$ cat src/rtl/pmc_pkg.sv
// Constants and types for the power mode and strap capture block
`default_nettype none

package pmc_pkg;

    // ******************************
    // Register offsets on the host bus
    // ******************************
    localparam logic [7:0] PMC_ADDR_PMCTL = 8'hd4;  // power_mode_control
    localparam logic [7:0] PMC_ADDR_CCR   = 8'h08;  // chip_config_reg
    localparam logic [7:0] PMC_ADDR_RXFP  = 8'h86;  // rx_frame_pointer_reg
    localparam logic [7:0] PMC_ADDR_PORT  = 8'hf4;  // port_control_reg
    localparam logic [7:0] PMC_ADDR_GRST  = 8'h26;  // global_reset_reg

    // ******************************
    // Field positions and reset values
    // ******************************
    localparam int          PMC_MODE_LSB      = 0;
    localparam int          PMC_CCR_BUS_LSB   = 6;
    localparam int          PMC_CCR_ENDIAN    = 10;
    localparam int          PMC_RXFP_ENDIAN   = 11;
    localparam int          PMC_PORT_PSAVE    = 10;
    localparam logic [15:0] PMC_REG16_RST     = 16'h0000;

    // ******************************
    // Types
    // ******************************
    typedef enum logic [1:0] {
        PMC_NORMAL  = 2'b00,
        PMC_ENERGY  = 2'b01,
        PMC_SOFT_PD = 2'b10,
        PMC_PSAVE   = 2'b11
    } pmc_mode_t;

    typedef enum logic [1:0] {
        PMC_BUS_8  = 2'b01,
        PMC_BUS_16 = 2'b10,
        PMC_BUS_32 = 2'b11
    } pmc_bus_t;

    typedef struct packed {
        logic        rd;
        logic        wr;
        logic [7:0]  addr;
        logic [15:0] wdata;
    } pmc_req_t;

    typedef struct packed {
        logic pll_en;
        logic phy_tx_en;
        logic phy_rx_en;
        logic phy_ed_en;
        logic mac_en;
        logic host_en;
    } pmc_gate_t;

    typedef struct packed {
        logic     big_endian;
        pmc_bus_t bus_mode;
    } pmc_strap_t;

    localparam pmc_gate_t PMC_GATE_NORMAL = 6'b111011;
    localparam pmc_gate_t PMC_GATE_PSAVE  = 6'b110011;
    localparam pmc_gate_t PMC_GATE_ENERGY = 6'b000100;
    localparam pmc_gate_t PMC_GATE_OFF    = 6'b000000;
    localparam pmc_strap_t PMC_STRAP_RST  = {1'b0, PMC_BUS_8};

endpackage : pmc_pkg

`default_nettype wire

$ cat src/rtl/pmc_strap_cap.sv
// Strap pin synchroniser and one-shot capture after reset release
`default_nettype none

module pmc_strap_cap #(
    parameter bit BUS32 = 1'b0
) (
    // Clock and reset
    input  wire logic        clk,
    input  wire logic        rst,
    // Strap pins
    input  wire logic        endian_strap_pin,
    input  wire logic        bus_width_strap_pin,
    input  wire logic        eeprom_enable_strap,
    // Captured values
    output var  pmc_pkg::pmc_strap_t strap_q,
    output logic             done_q
);

    logic [2:0] meta_q;
    logic [2:0] sync_q;
    pmc_pkg::pmc_bus_t bus_w;

    // ******************************
    // Synchroniser
    // ******************************
    // Free running, so the pins are settled by the time reset lifts
    always_ff @(posedge clk) begin
        meta_q <= {endian_strap_pin, bus_width_strap_pin, eeprom_enable_strap};
        sync_q <= meta_q;
    end

    // Wide variant ignores the width strap; fitted EEPROM leaves 8-bit here
    assign bus_w = BUS32 ? pmc_pkg::PMC_BUS_32 :
                   (sync_q[1] && !sync_q[0]) ? pmc_pkg::PMC_BUS_16
                                             : pmc_pkg::PMC_BUS_8;

    // One capture in the first cycle after release, then frozen
    always_ff @(posedge clk) begin
        if (rst) begin
            strap_q <= pmc_pkg::PMC_STRAP_RST;
            done_q  <= 1'b0;
        end else if (!done_q) begin
            strap_q <= {sync_q[2], bus_w};
            done_q  <= 1'b1;
        end
    end
endmodule : pmc_strap_cap

`default_nettype wire

$ cat src/rtl/pmc_power_ctrl.sv
// Power mode selector, block gating and strap configuration registers
`default_nettype none

module pmc_power_ctrl #(
    parameter bit BUS32 = 1'b0
) (
    // Clock and reset
    input  wire logic              clk,
    input  wire logic              rst,
    // Host register port
    input  wire pmc_pkg::pmc_req_t host_req,
    output logic [15:0]            host_rdata_q,
    output logic                   host_rvalid_q,
    // PHY line status
    input  wire logic              autoneg_en,
    input  wire logic              cable_disconnected,
    // Strap pins
    input  wire logic              endian_strap_pin_i,
    input  wire logic              endian_pin_func,
    output logic                   endian_strap_pin_o,
    output logic                   endian_strap_pin_oe,
    input  wire logic              bus_width_strap_pin,
    input  wire logic              eeprom_enable_strap,
    // Block enables and configuration
    output var  pmc_pkg::pmc_gate_t gate_q,
    output logic                   psave_active_q,
    output logic                   big_endian_q,
    output var  pmc_pkg::pmc_bus_t bus_mode
);

    pmc_pkg::pmc_mode_t  mode_q;
    pmc_pkg::pmc_mode_t  mode_d;
    pmc_pkg::pmc_gate_t  gate_d;
    pmc_pkg::pmc_strap_t strap;
    logic                strap_done;
    logic [15:0]         rxfp_q;
    logic [15:0]         port_q;
    logic [15:0]         ccr_w;
    logic [15:0]         rdata_d;

    // ******************************
    // Strap capture
    // ******************************
    pmc_strap_cap #(
        .BUS32 (BUS32)
    ) u_strap (
        .clk                 (clk),
        .rst                 (rst),
        .endian_strap_pin    (endian_strap_pin_i),
        .bus_width_strap_pin (bus_width_strap_pin),
        .eeprom_enable_strap (eeprom_enable_strap),
        .strap_q             (strap),
        .done_q              (strap_done)
    );

    // Pin stays an input until the capture is done
    assign endian_strap_pin_oe = strap_done;
    assign endian_strap_pin_o  = endian_pin_func;
    assign bus_mode            = strap.bus_mode;

    // ******************************
    // Address decode
    // ******************************
    // Only the global reset read reaches a sleeping host interface
    wire host_ok  = (mode_q == pmc_pkg::PMC_NORMAL) || (mode_q == pmc_pkg::PMC_PSAVE);
    wire sleeping = (mode_q == pmc_pkg::PMC_SOFT_PD) || (mode_q == pmc_pkg::PMC_ENERGY);
    wire wr_pm    = host_req.wr && host_ok && host_req.addr == pmc_pkg::PMC_ADDR_PMCTL;
    wire wr_rxfp  = host_req.wr && host_ok && host_req.addr == pmc_pkg::PMC_ADDR_RXFP;
    wire wr_port  = host_req.wr && host_ok && host_req.addr == pmc_pkg::PMC_ADDR_PORT;
    wire wake     = host_req.rd && sleeping && host_req.addr == pmc_pkg::PMC_ADDR_GRST;
    wire psave_on = (mode_q == pmc_pkg::PMC_PSAVE) && autoneg_en && cable_disconnected
                    && port_q[pmc_pkg::PMC_PORT_PSAVE];

    // Wake wins over anything else in the same cycle
    assign mode_d = wake  ? pmc_pkg::PMC_NORMAL :
                    wr_pm ? pmc_pkg::pmc_mode_t'(host_req.wdata[pmc_pkg::PMC_MODE_LSB +: 2])
                          : mode_q;

    // Fields placed by their package positions; all other bits read zero
    assign ccr_w = (16'(strap.big_endian) << pmc_pkg::PMC_CCR_ENDIAN)
                 | (16'(strap.bus_mode) << pmc_pkg::PMC_CCR_BUS_LSB);

    // ******************************
    // Block gating per mode
    // ******************************
    // Power saving without its conditions behaves like normal
    always_comb begin
        case (mode_q)
            pmc_pkg::PMC_NORMAL:  gate_d = pmc_pkg::PMC_GATE_NORMAL;
            pmc_pkg::PMC_PSAVE:   gate_d = psave_on ? pmc_pkg::PMC_GATE_PSAVE
                                                    : pmc_pkg::PMC_GATE_NORMAL;
            pmc_pkg::PMC_ENERGY:  gate_d = pmc_pkg::PMC_GATE_ENERGY;
            pmc_pkg::PMC_SOFT_PD: gate_d = pmc_pkg::PMC_GATE_OFF;
            default:              gate_d = pmc_pkg::PMC_GATE_NORMAL;
        endcase
    end

    // ******************************
    // Read mux
    // ******************************
    // A disabled host interface reads back zero
    always_comb begin
        rdata_d = 16'h0000;
        if (host_ok) begin
            case (host_req.addr)
                pmc_pkg::PMC_ADDR_PMCTL: rdata_d = {14'h0000, mode_q};
                pmc_pkg::PMC_ADDR_CCR:   rdata_d = ccr_w;
                pmc_pkg::PMC_ADDR_RXFP:  rdata_d = rxfp_q;
                pmc_pkg::PMC_ADDR_PORT:  rdata_d = port_q;
                default:                 rdata_d = 16'h0000;
            endcase
        end
    end

    // ******************************
    // Registers
    // ******************************
    // Mode and gating
    always_ff @(posedge clk) begin
        if (rst) begin
            mode_q         <= pmc_pkg::PMC_NORMAL;
            gate_q         <= pmc_pkg::PMC_GATE_NORMAL;
            psave_active_q <= 1'b0;
        end else begin
            mode_q         <= mode_d;
            gate_q         <= gate_d;
            psave_active_q <= psave_on;
        end
    end

    // Software configuration and read port
    always_ff @(posedge clk) begin
        if (rst) begin
            rxfp_q        <= pmc_pkg::PMC_REG16_RST;
            port_q        <= pmc_pkg::PMC_REG16_RST;
            host_rdata_q  <= 16'h0000;
            host_rvalid_q <= 1'b0;
        end else begin
            if (wr_rxfp) rxfp_q <= host_req.wdata;
            if (wr_port) port_q <= host_req.wdata;
            host_rdata_q  <= rdata_d;
            host_rvalid_q <= host_req.rd;
        end
    end

    // Software choice only matters while the strap reads little endian
    always_ff @(posedge clk) begin
        if (rst) begin
            big_endian_q <= 1'b0;
        end else begin
            big_endian_q <= strap.big_endian || rxfp_q[pmc_pkg::PMC_RXFP_ENDIAN];
        end
    end
endmodule : pmc_power_ctrl

`default_nettype wire

$ cat config.mk
export PLATFORM = sky130hd
export DESIGN_NAME = pmc_power_ctrl
export DESIGN_NICKNAME = d
export VERILOG_FILES = /design/src/rtl/pmc_pkg.sv /design/src/rtl/pmc_strap_cap.sv /design/src/rtl/pmc_power_ctrl.sv
export SDC_FILE = /design/constraint.sdc
export NUM_CORES = 1
export LEC_CHECK = 0
export ABC_AREA = 1
export BUFFER_PORTS_ARGS = -buffer_cell sky130_fd_sc_hd__buf_2
export CAP_MARGIN = 30
export CORE_MARGIN = 2
export CORE_UTILIZATION = 35
export CTS_BUF_LIST = sky130_fd_sc_hd__clkbuf_8
export DETAILED_ROUTE_END_ITERATION = 7
export PLACE_DENSITY = 0.66
export REMOVE_ABC_BUFFERS = 1
export SKIP_LAST_GASP = 1
export SLEW_MARGIN = 30
export SYNTH_ARGS = -nofsm -noshare
export SYNTH_HDL_FRONTEND = slang
export SYNTH_SLANG_ARGS = --single-unit
export TNS_END_PERCENT = 5
$ cat constraint.sdc
create_clock -name clk -period 3.1 [get_ports clk]
set_input_delay 0.465 -clock clk [delete_from_list [all_inputs] [get_ports clk]]
set_output_delay 0.465 -clock clk [all_outputs]
set_load 0.03 [all_outputs]
== Word level (Yosys, flattened, before mapping) ==
Index checks and enable logic that the tools add are counted.
Cells by class
  mux-type cells: 5
  eq/ne operators: 8
  reductions and logical operators: 17
  bitwise operators: 2
Operators with widths (number)
  16-bit case mux with 4 select lines: 1
  8-bit == test, second input constant: 3
  6-bit case mux with 4 select lines: 1
  11-bit by 8-bit OR with 11-bit output: 1
  1-bit logical AND: 10
  8-bit by 4-bit == test with 1-bit output, second input constant: 1
  8-bit by 6-bit == test with 1-bit output, second input constant: 1
  2-bit == test, second input constant: 2
  4-bit 2-to-1 mux: 1
  2-bit OR reduction: 2
  1-bit logical OR: 3
  2-bit by 1-bit == test with 1-bit output, second input constant: 1
  2-bit zero test: 1
  2-bit 2-to-1 mux: 1
  1-bit zero test: 1
  1-bit 2-to-1 mux: 1
  1-bit NOT: 1
Storage, ports and cells
  output and inout bits: 29
  input bits: 34
  logic and storage cells: 50
  register bits: 69

== Longest topological paths before layout ==
  depth in word-level cells: 6
  depth in mapped cells: 9
  depth with buffers taken out: 8

== By module ==
Synthesis repeated with hierarchy kept, for this count alone.
Unflattened totals
  cells, all modules: 363
  area, all modules: 2706.3 um^2
By module, submodules not included
  pmc_power_ctrl: cells each 340, sequential area each 1121.1 um^2, area each 2443.6 um^2, instances 1
  pmc_strap_cap: cells each 23, sequential area each 200.2 um^2, area each 262.8 um^2, instances 1

== Worst setup path before layout ==
No wires, ideal clock.
  kind: register to register
  start: register mode_q[1]
  end: register rxfp_q[0]
  setup time: 0.071 ns
  stages on the path, launching flop included: 9
  buffers on the path: 2
  arrival time: 1.416 ns
  setup slack: 1.614 ns
  clock period less this slack: 1.486 ns
  data required time: 3.029 ns
  cells stage by stage: dfxtp_1 > inv_1 > ha_1 > nand2_1 > inv_1 > buf_4 > buf_4 > nand3_1 > a21oi_1
On the way
  longest elaborated chain between the ends: 4
  elaborated cells on any way between the ends: 5
  those cells by class: eq/ne: 1; reduce/logical: 4
RTL lines
  from (decl): line pmc_power_ctrl.sv:31  | pmc_pkg::pmc_mode_t mode_q;
  from (signal assigned): line pmc_power_ctrl.sv:121  | mode_q <= pmc_pkg::PMC_NORMAL;
  from (signal assigned): line pmc_power_ctrl.sv:125  | mode_q <= mode_d;
  2-bit == test / 2-bit zero test (equally long branches): line pmc_power_ctrl.sv:65  | wire host_ok = (mode_q == pmc_pkg::PMC_NORMAL) || (mode_q == pmc_pkg::PMC_PSAVE);
  1-bit logical OR (*): line pmc_power_ctrl.sv:65
  1-bit logical AND (*) (2 in a row): line pmc_power_ctrl.sv:68  | wire wr_rxfp = host_req.wr && host_ok && host_req.addr == pmc_pkg::PMC_ADDR_RXFP;
  to (signal assigned): line pmc_power_ctrl.sv:134  | rxfp_q <= pmc_pkg::PMC_REG16_RST;
  to (signal assigned): line pmc_power_ctrl.sv:139  | if (wr_rxfp) rxfp_q <= host_req.wdata;
  to (decl): line pmc_power_ctrl.sv:36  | logic [15:0] rxfp_q;
Mark *: on every way between the ends. The rest lies on a longest branch, timed or not.
A chain may end at the register's enable or synchronous reset.

== Final worst setup path ==
  start: register mode_q[1]
  end: register host_rdata_q[2]
On the way
  longest elaborated chain between the ends: 4
  elaborated cells on any way between the ends: 5
  those cells by class: eq/ne: 1; bitwise: 1; reduce/logical: 3
RTL lines
  2-bit == test / 2-bit zero test (equally long branches): line pmc_power_ctrl.sv:65
  1-bit logical OR (*): line pmc_power_ctrl.sv:65
  1-bit NOT (no line) (*)
  2-bit OR reduction (no line) (*)
  to (signal assigned): line pmc_power_ctrl.sv:141  | host_rdata_q <= rdata_d;
  to (decl): line pmc_power_ctrl.sv:12  | output logic [15:0] host_rdata_q,
Marked as above.

==> summary.txt <==
Finish
  – Final Util: a little over two fifths
  – Share of cells above drive strength 1: 20.57%
  – Fillers: around 800
  – Fin nets: 454
  – Register area: about 1300 µm²
  – Non-filler cells, final: approximately 530
  – Area taken by multi-input logic gates: between 1000 and 1500 µm²
  – Synth-to-Final Area Change: 17.94%
  – Antenna diodes: 0

Routing
  – DRC: 0
  – Routed vias/inst: approximately 4.5
  – Initial drt markers: around 150
  – Post-route ant nets: 0
  – DRT Pass-1 Iters: 4
  – DR WL/cell: roughly 12 µm
  – Total Wirelength: approximately 6000 µm
  – DR vias: 2351

Power and ir drop
  – Clock Power Share: about 46%
  – Net switching power: roughly 0.4 mW
  – Leak pwr: between 1.5 and 2 nW
  – Logic gate share of total power: between 4 and 5%
  – Tot Pwr: roughly 1.7 mW
  – Sequential share of power: 49.5%
  – Sw Ratio: a little under a quarter
  – Power Density: about 540 nW/µm²
  – Int Power: around 1.3 mW
  – Worst vdd ir: 0.1956 mV

CTS
  – Post-CTS Setup Inserts: 0
  – H-Tree Depth: 3
  – Hold-fix buffers, CTS: 0
  – CTS Buf Count: 9
  – Clock root buffer master: clkbuf_8
  – CTS Buffer Depth: 2
  – Skew-Pair Late Insertion Delay: about 0.34 ns
  – Clock transition at path regs: ~0.080 ns
  – Clock sink total: 66
  – CTS tree: yes
  – Cts repair resizes: 0

STA
  – Final setup viols: 0
  – Fin crit period: around 2.2 ns
  – Max frequency: about 450 MHz
  – Final Max Slew Viols: 0
  – Setup tns final: 0 ns
  – Max_slew headroom: 55.32%
  – Final hold viol count: 0
  – Final period util: a little under three quarters
  – Max Clock Skew: between 0.006 and 0.007 ns
  – RSZ-0062 raised after global routing: false
  – Worst-Margin Slew: 0.6694 ns

Yosys
  – Synth Area per Inst: between 7 and 8 µm²
  – Post-synthesis register bit count: between 60 and 70
  – EDFF count, synth: 0
  – Async SR Flop Fraction: 0%
  – Mapped Area: between 2000 and 3000 µm²
  – Synth Flop Type: dfxtp_1
  – Post-Synthesis Cells: around 370
  – Synth unique cells: 24
  – Top cell type by total area after synthesis: dfxtp_1
  – Synth top area share: between 40% and 50%
  – Yosys Warn Count: 0
  – Seq/Total Area, Yosys: between 40 and 50%
  – Area contributors post-synth: dfxtp_1 (48%), nand2_1 (14%), nor2_1 (7.0%)

Floorplanning
  – Effective utilization at floorplan: approximately 36%
  – Die height: slightly above 90 µm
  – Core area: approximately 7600 µm²
  – Core Rows: 32
  – # IOs: 63
  – Die X: between 90 and 100 µm
  – Die Footprint: around 8500 µm²

Global routing
  – Total grt overflow: 0
  – Gr usage total: between 10% and 20%
  – Initial antenna violation count: 0
  – Largest net degree at the start of global routing: 34
  – First-pass GRT wire length: 10050 µm
  – Vias in the first global route: ~2.1k

Setup path
  – CP Capture Type: flip-flop
  – Worst path required time: approximately 3.4 ns
  – Crit path arrival time: 2.44 ns
  – Setup CP Type: flip-flop to flip-flop
  – Critical path startpoint: mode_q[1]$_SDFFE_PP0P_
  – Reg-to-reg startpoint: mode_q[1]$_SDFFE_PP0P_
  – Crit path launch type: flip-flop
  – Worst Path Max Fanout: 9

Hold path
  – Worst min-delay path category: primary input to flip-flop
  – Hold_sp: endian_strap_pin_i

Place
  – Post-DP HPWL: slightly above 4000 µm
  – Routability Congestion: just over 0.8
  – Placed Instances: roughly 510
  – I/O Buffers: 60

Status
  – Status: completed

Flow run
  – MaxCap Viol Count: 0
[metrics by stage]
stage                     setup WS, ns  area, µm²  hold WS [ns]
after CTS                       0.9006       3217        0.2022
after detailed placement        0.9162       2999        0.3146
after global routing            0.6994       3217        0.2082
after floorplan                  1.310       2564        0.3096
after global placement           1.010       2999        0.3124
final                           0.9022       3217        0.2184
[synthesized netlist by cell type, types with 2 or more instances]
| library cell | n |
|---|---|
| nand2_1 | 100 |
| a21oi_1 | 30 |
| nor3_1 | 2 |
| nand3_1 | 33 |
| dfxtp_1 | 66 |
| buf_4 | 10 |
| nor2_8 | 2 |
| inv_1 | 41 |
| o21ai_0 | 5 |
| buf_6 | 6 |
| nand3b_1 | 2 |
| nor2_2 | 2 |
| clkbuf_1 | 3 |
| nand2_2 | 2 |
| ha_1 | 2 |
| nor2_1 | 51 |
| nand4_1 | 2 |
| buf_2 | 2 |
[cells in the final DEF (no fill, tap or decap)]
master      count
buf_4           1
nor2_4          1
dfxtp_1        66
clkinv_2        2
a21oi_1        30
nand2_1       100
inv_2           1
clkinv_1        1
buf_2          60
clkbuf_8        9
clkinvlp_4      2
nor2_1         51
nor2_8          2
ha_1            2
and2_1          1
nand4_1         2
nand3b_1        2
clkinv_4        1
inv_1          41
nor3_1          2
o21ai_0         5
nand3_4         1
bufinv_16       2
nand2_2         2
nand3_1        33
nor2_2          2
nand2_4         1
[routing by layer]
layer	GRT usage, %	share of wire (%)	vias up
met5	0	0	-
met4	5.970	1.3	0
met3	3.862	5.3	7
met2	23.84	46	57
met1	19.43	47	1063
li1	-	-	1224
[worst paths after layout]
check	endpoint	slack, ns	cells past startpoint
worst max-delay path	host_rdata_q[2]$_SDFF_PP0_	0.90	6
worst min-delay path	u_strap.meta_q[2]$_DFF_P_	0.22	1
worst max register to register	host_rdata_q[2]$_SDFF_PP0_	0.90	6
worst min register to register	u_strap.sync_q[0]$_DFF_P_	0.33	0
[critical path, stage by stage (launching register included)]
cell	delay, ns
dfxtp_1	0.38
inv_1	0.06
ha_1	0.34
inv_1	0.07
nor2_1	0.48
clkinv_1	0.49
a21oi_1	0.29
[power groups by stage]
stage          combinational (mW)  clock (mW)  sequential (mW)
2_1_floorplan              0.0324           0            0.885
3_3_place_gp               0.0852           0            0.879
3_5_place_dp               0.0859           0            0.880
4_1_cts                    0.0861       0.811            0.860
5_1_grt                    0.0953       0.858            0.860
6_report                   0.0857       0.793            0.860
[layout make-up]
type | count | area share [%]
inverter | 43 | 5.018
multi-input combinational | 237 | 33.61
sequential | 66 | 41.07
tap | 102 | 3.967
clock inverter | 7 | 2.917
clock buffer | 9 | 3.851
timing repair buffer | 61 | 9.568
[cell families after synthesis]
logic type / Yosys count / share of synthesized area, %
AND/OR/NAND/NOR: 200 / 32.29
buffers and inverters: 64 / 11.93
AO/OA/AOI/OAI: 35 / 6.422
flip-flops: 66 / 48.44
adder cells (fa/ha/maj): 2 / 0.9173
[state kept, by name, indices dropped and copies added (netlist names)]
register,count
port_q,16
big_endian_q,1
u_strap.sync_q,3
u_strap.meta_q,3
rxfp_q,16
u_strap.strap_q,3
psave_active_q,1
gate_q,3
u_strap.done_q,1
host_rvalid_q,1
host_rdata_q,16
mode_q,2
(Power assumes the default switching activity.)
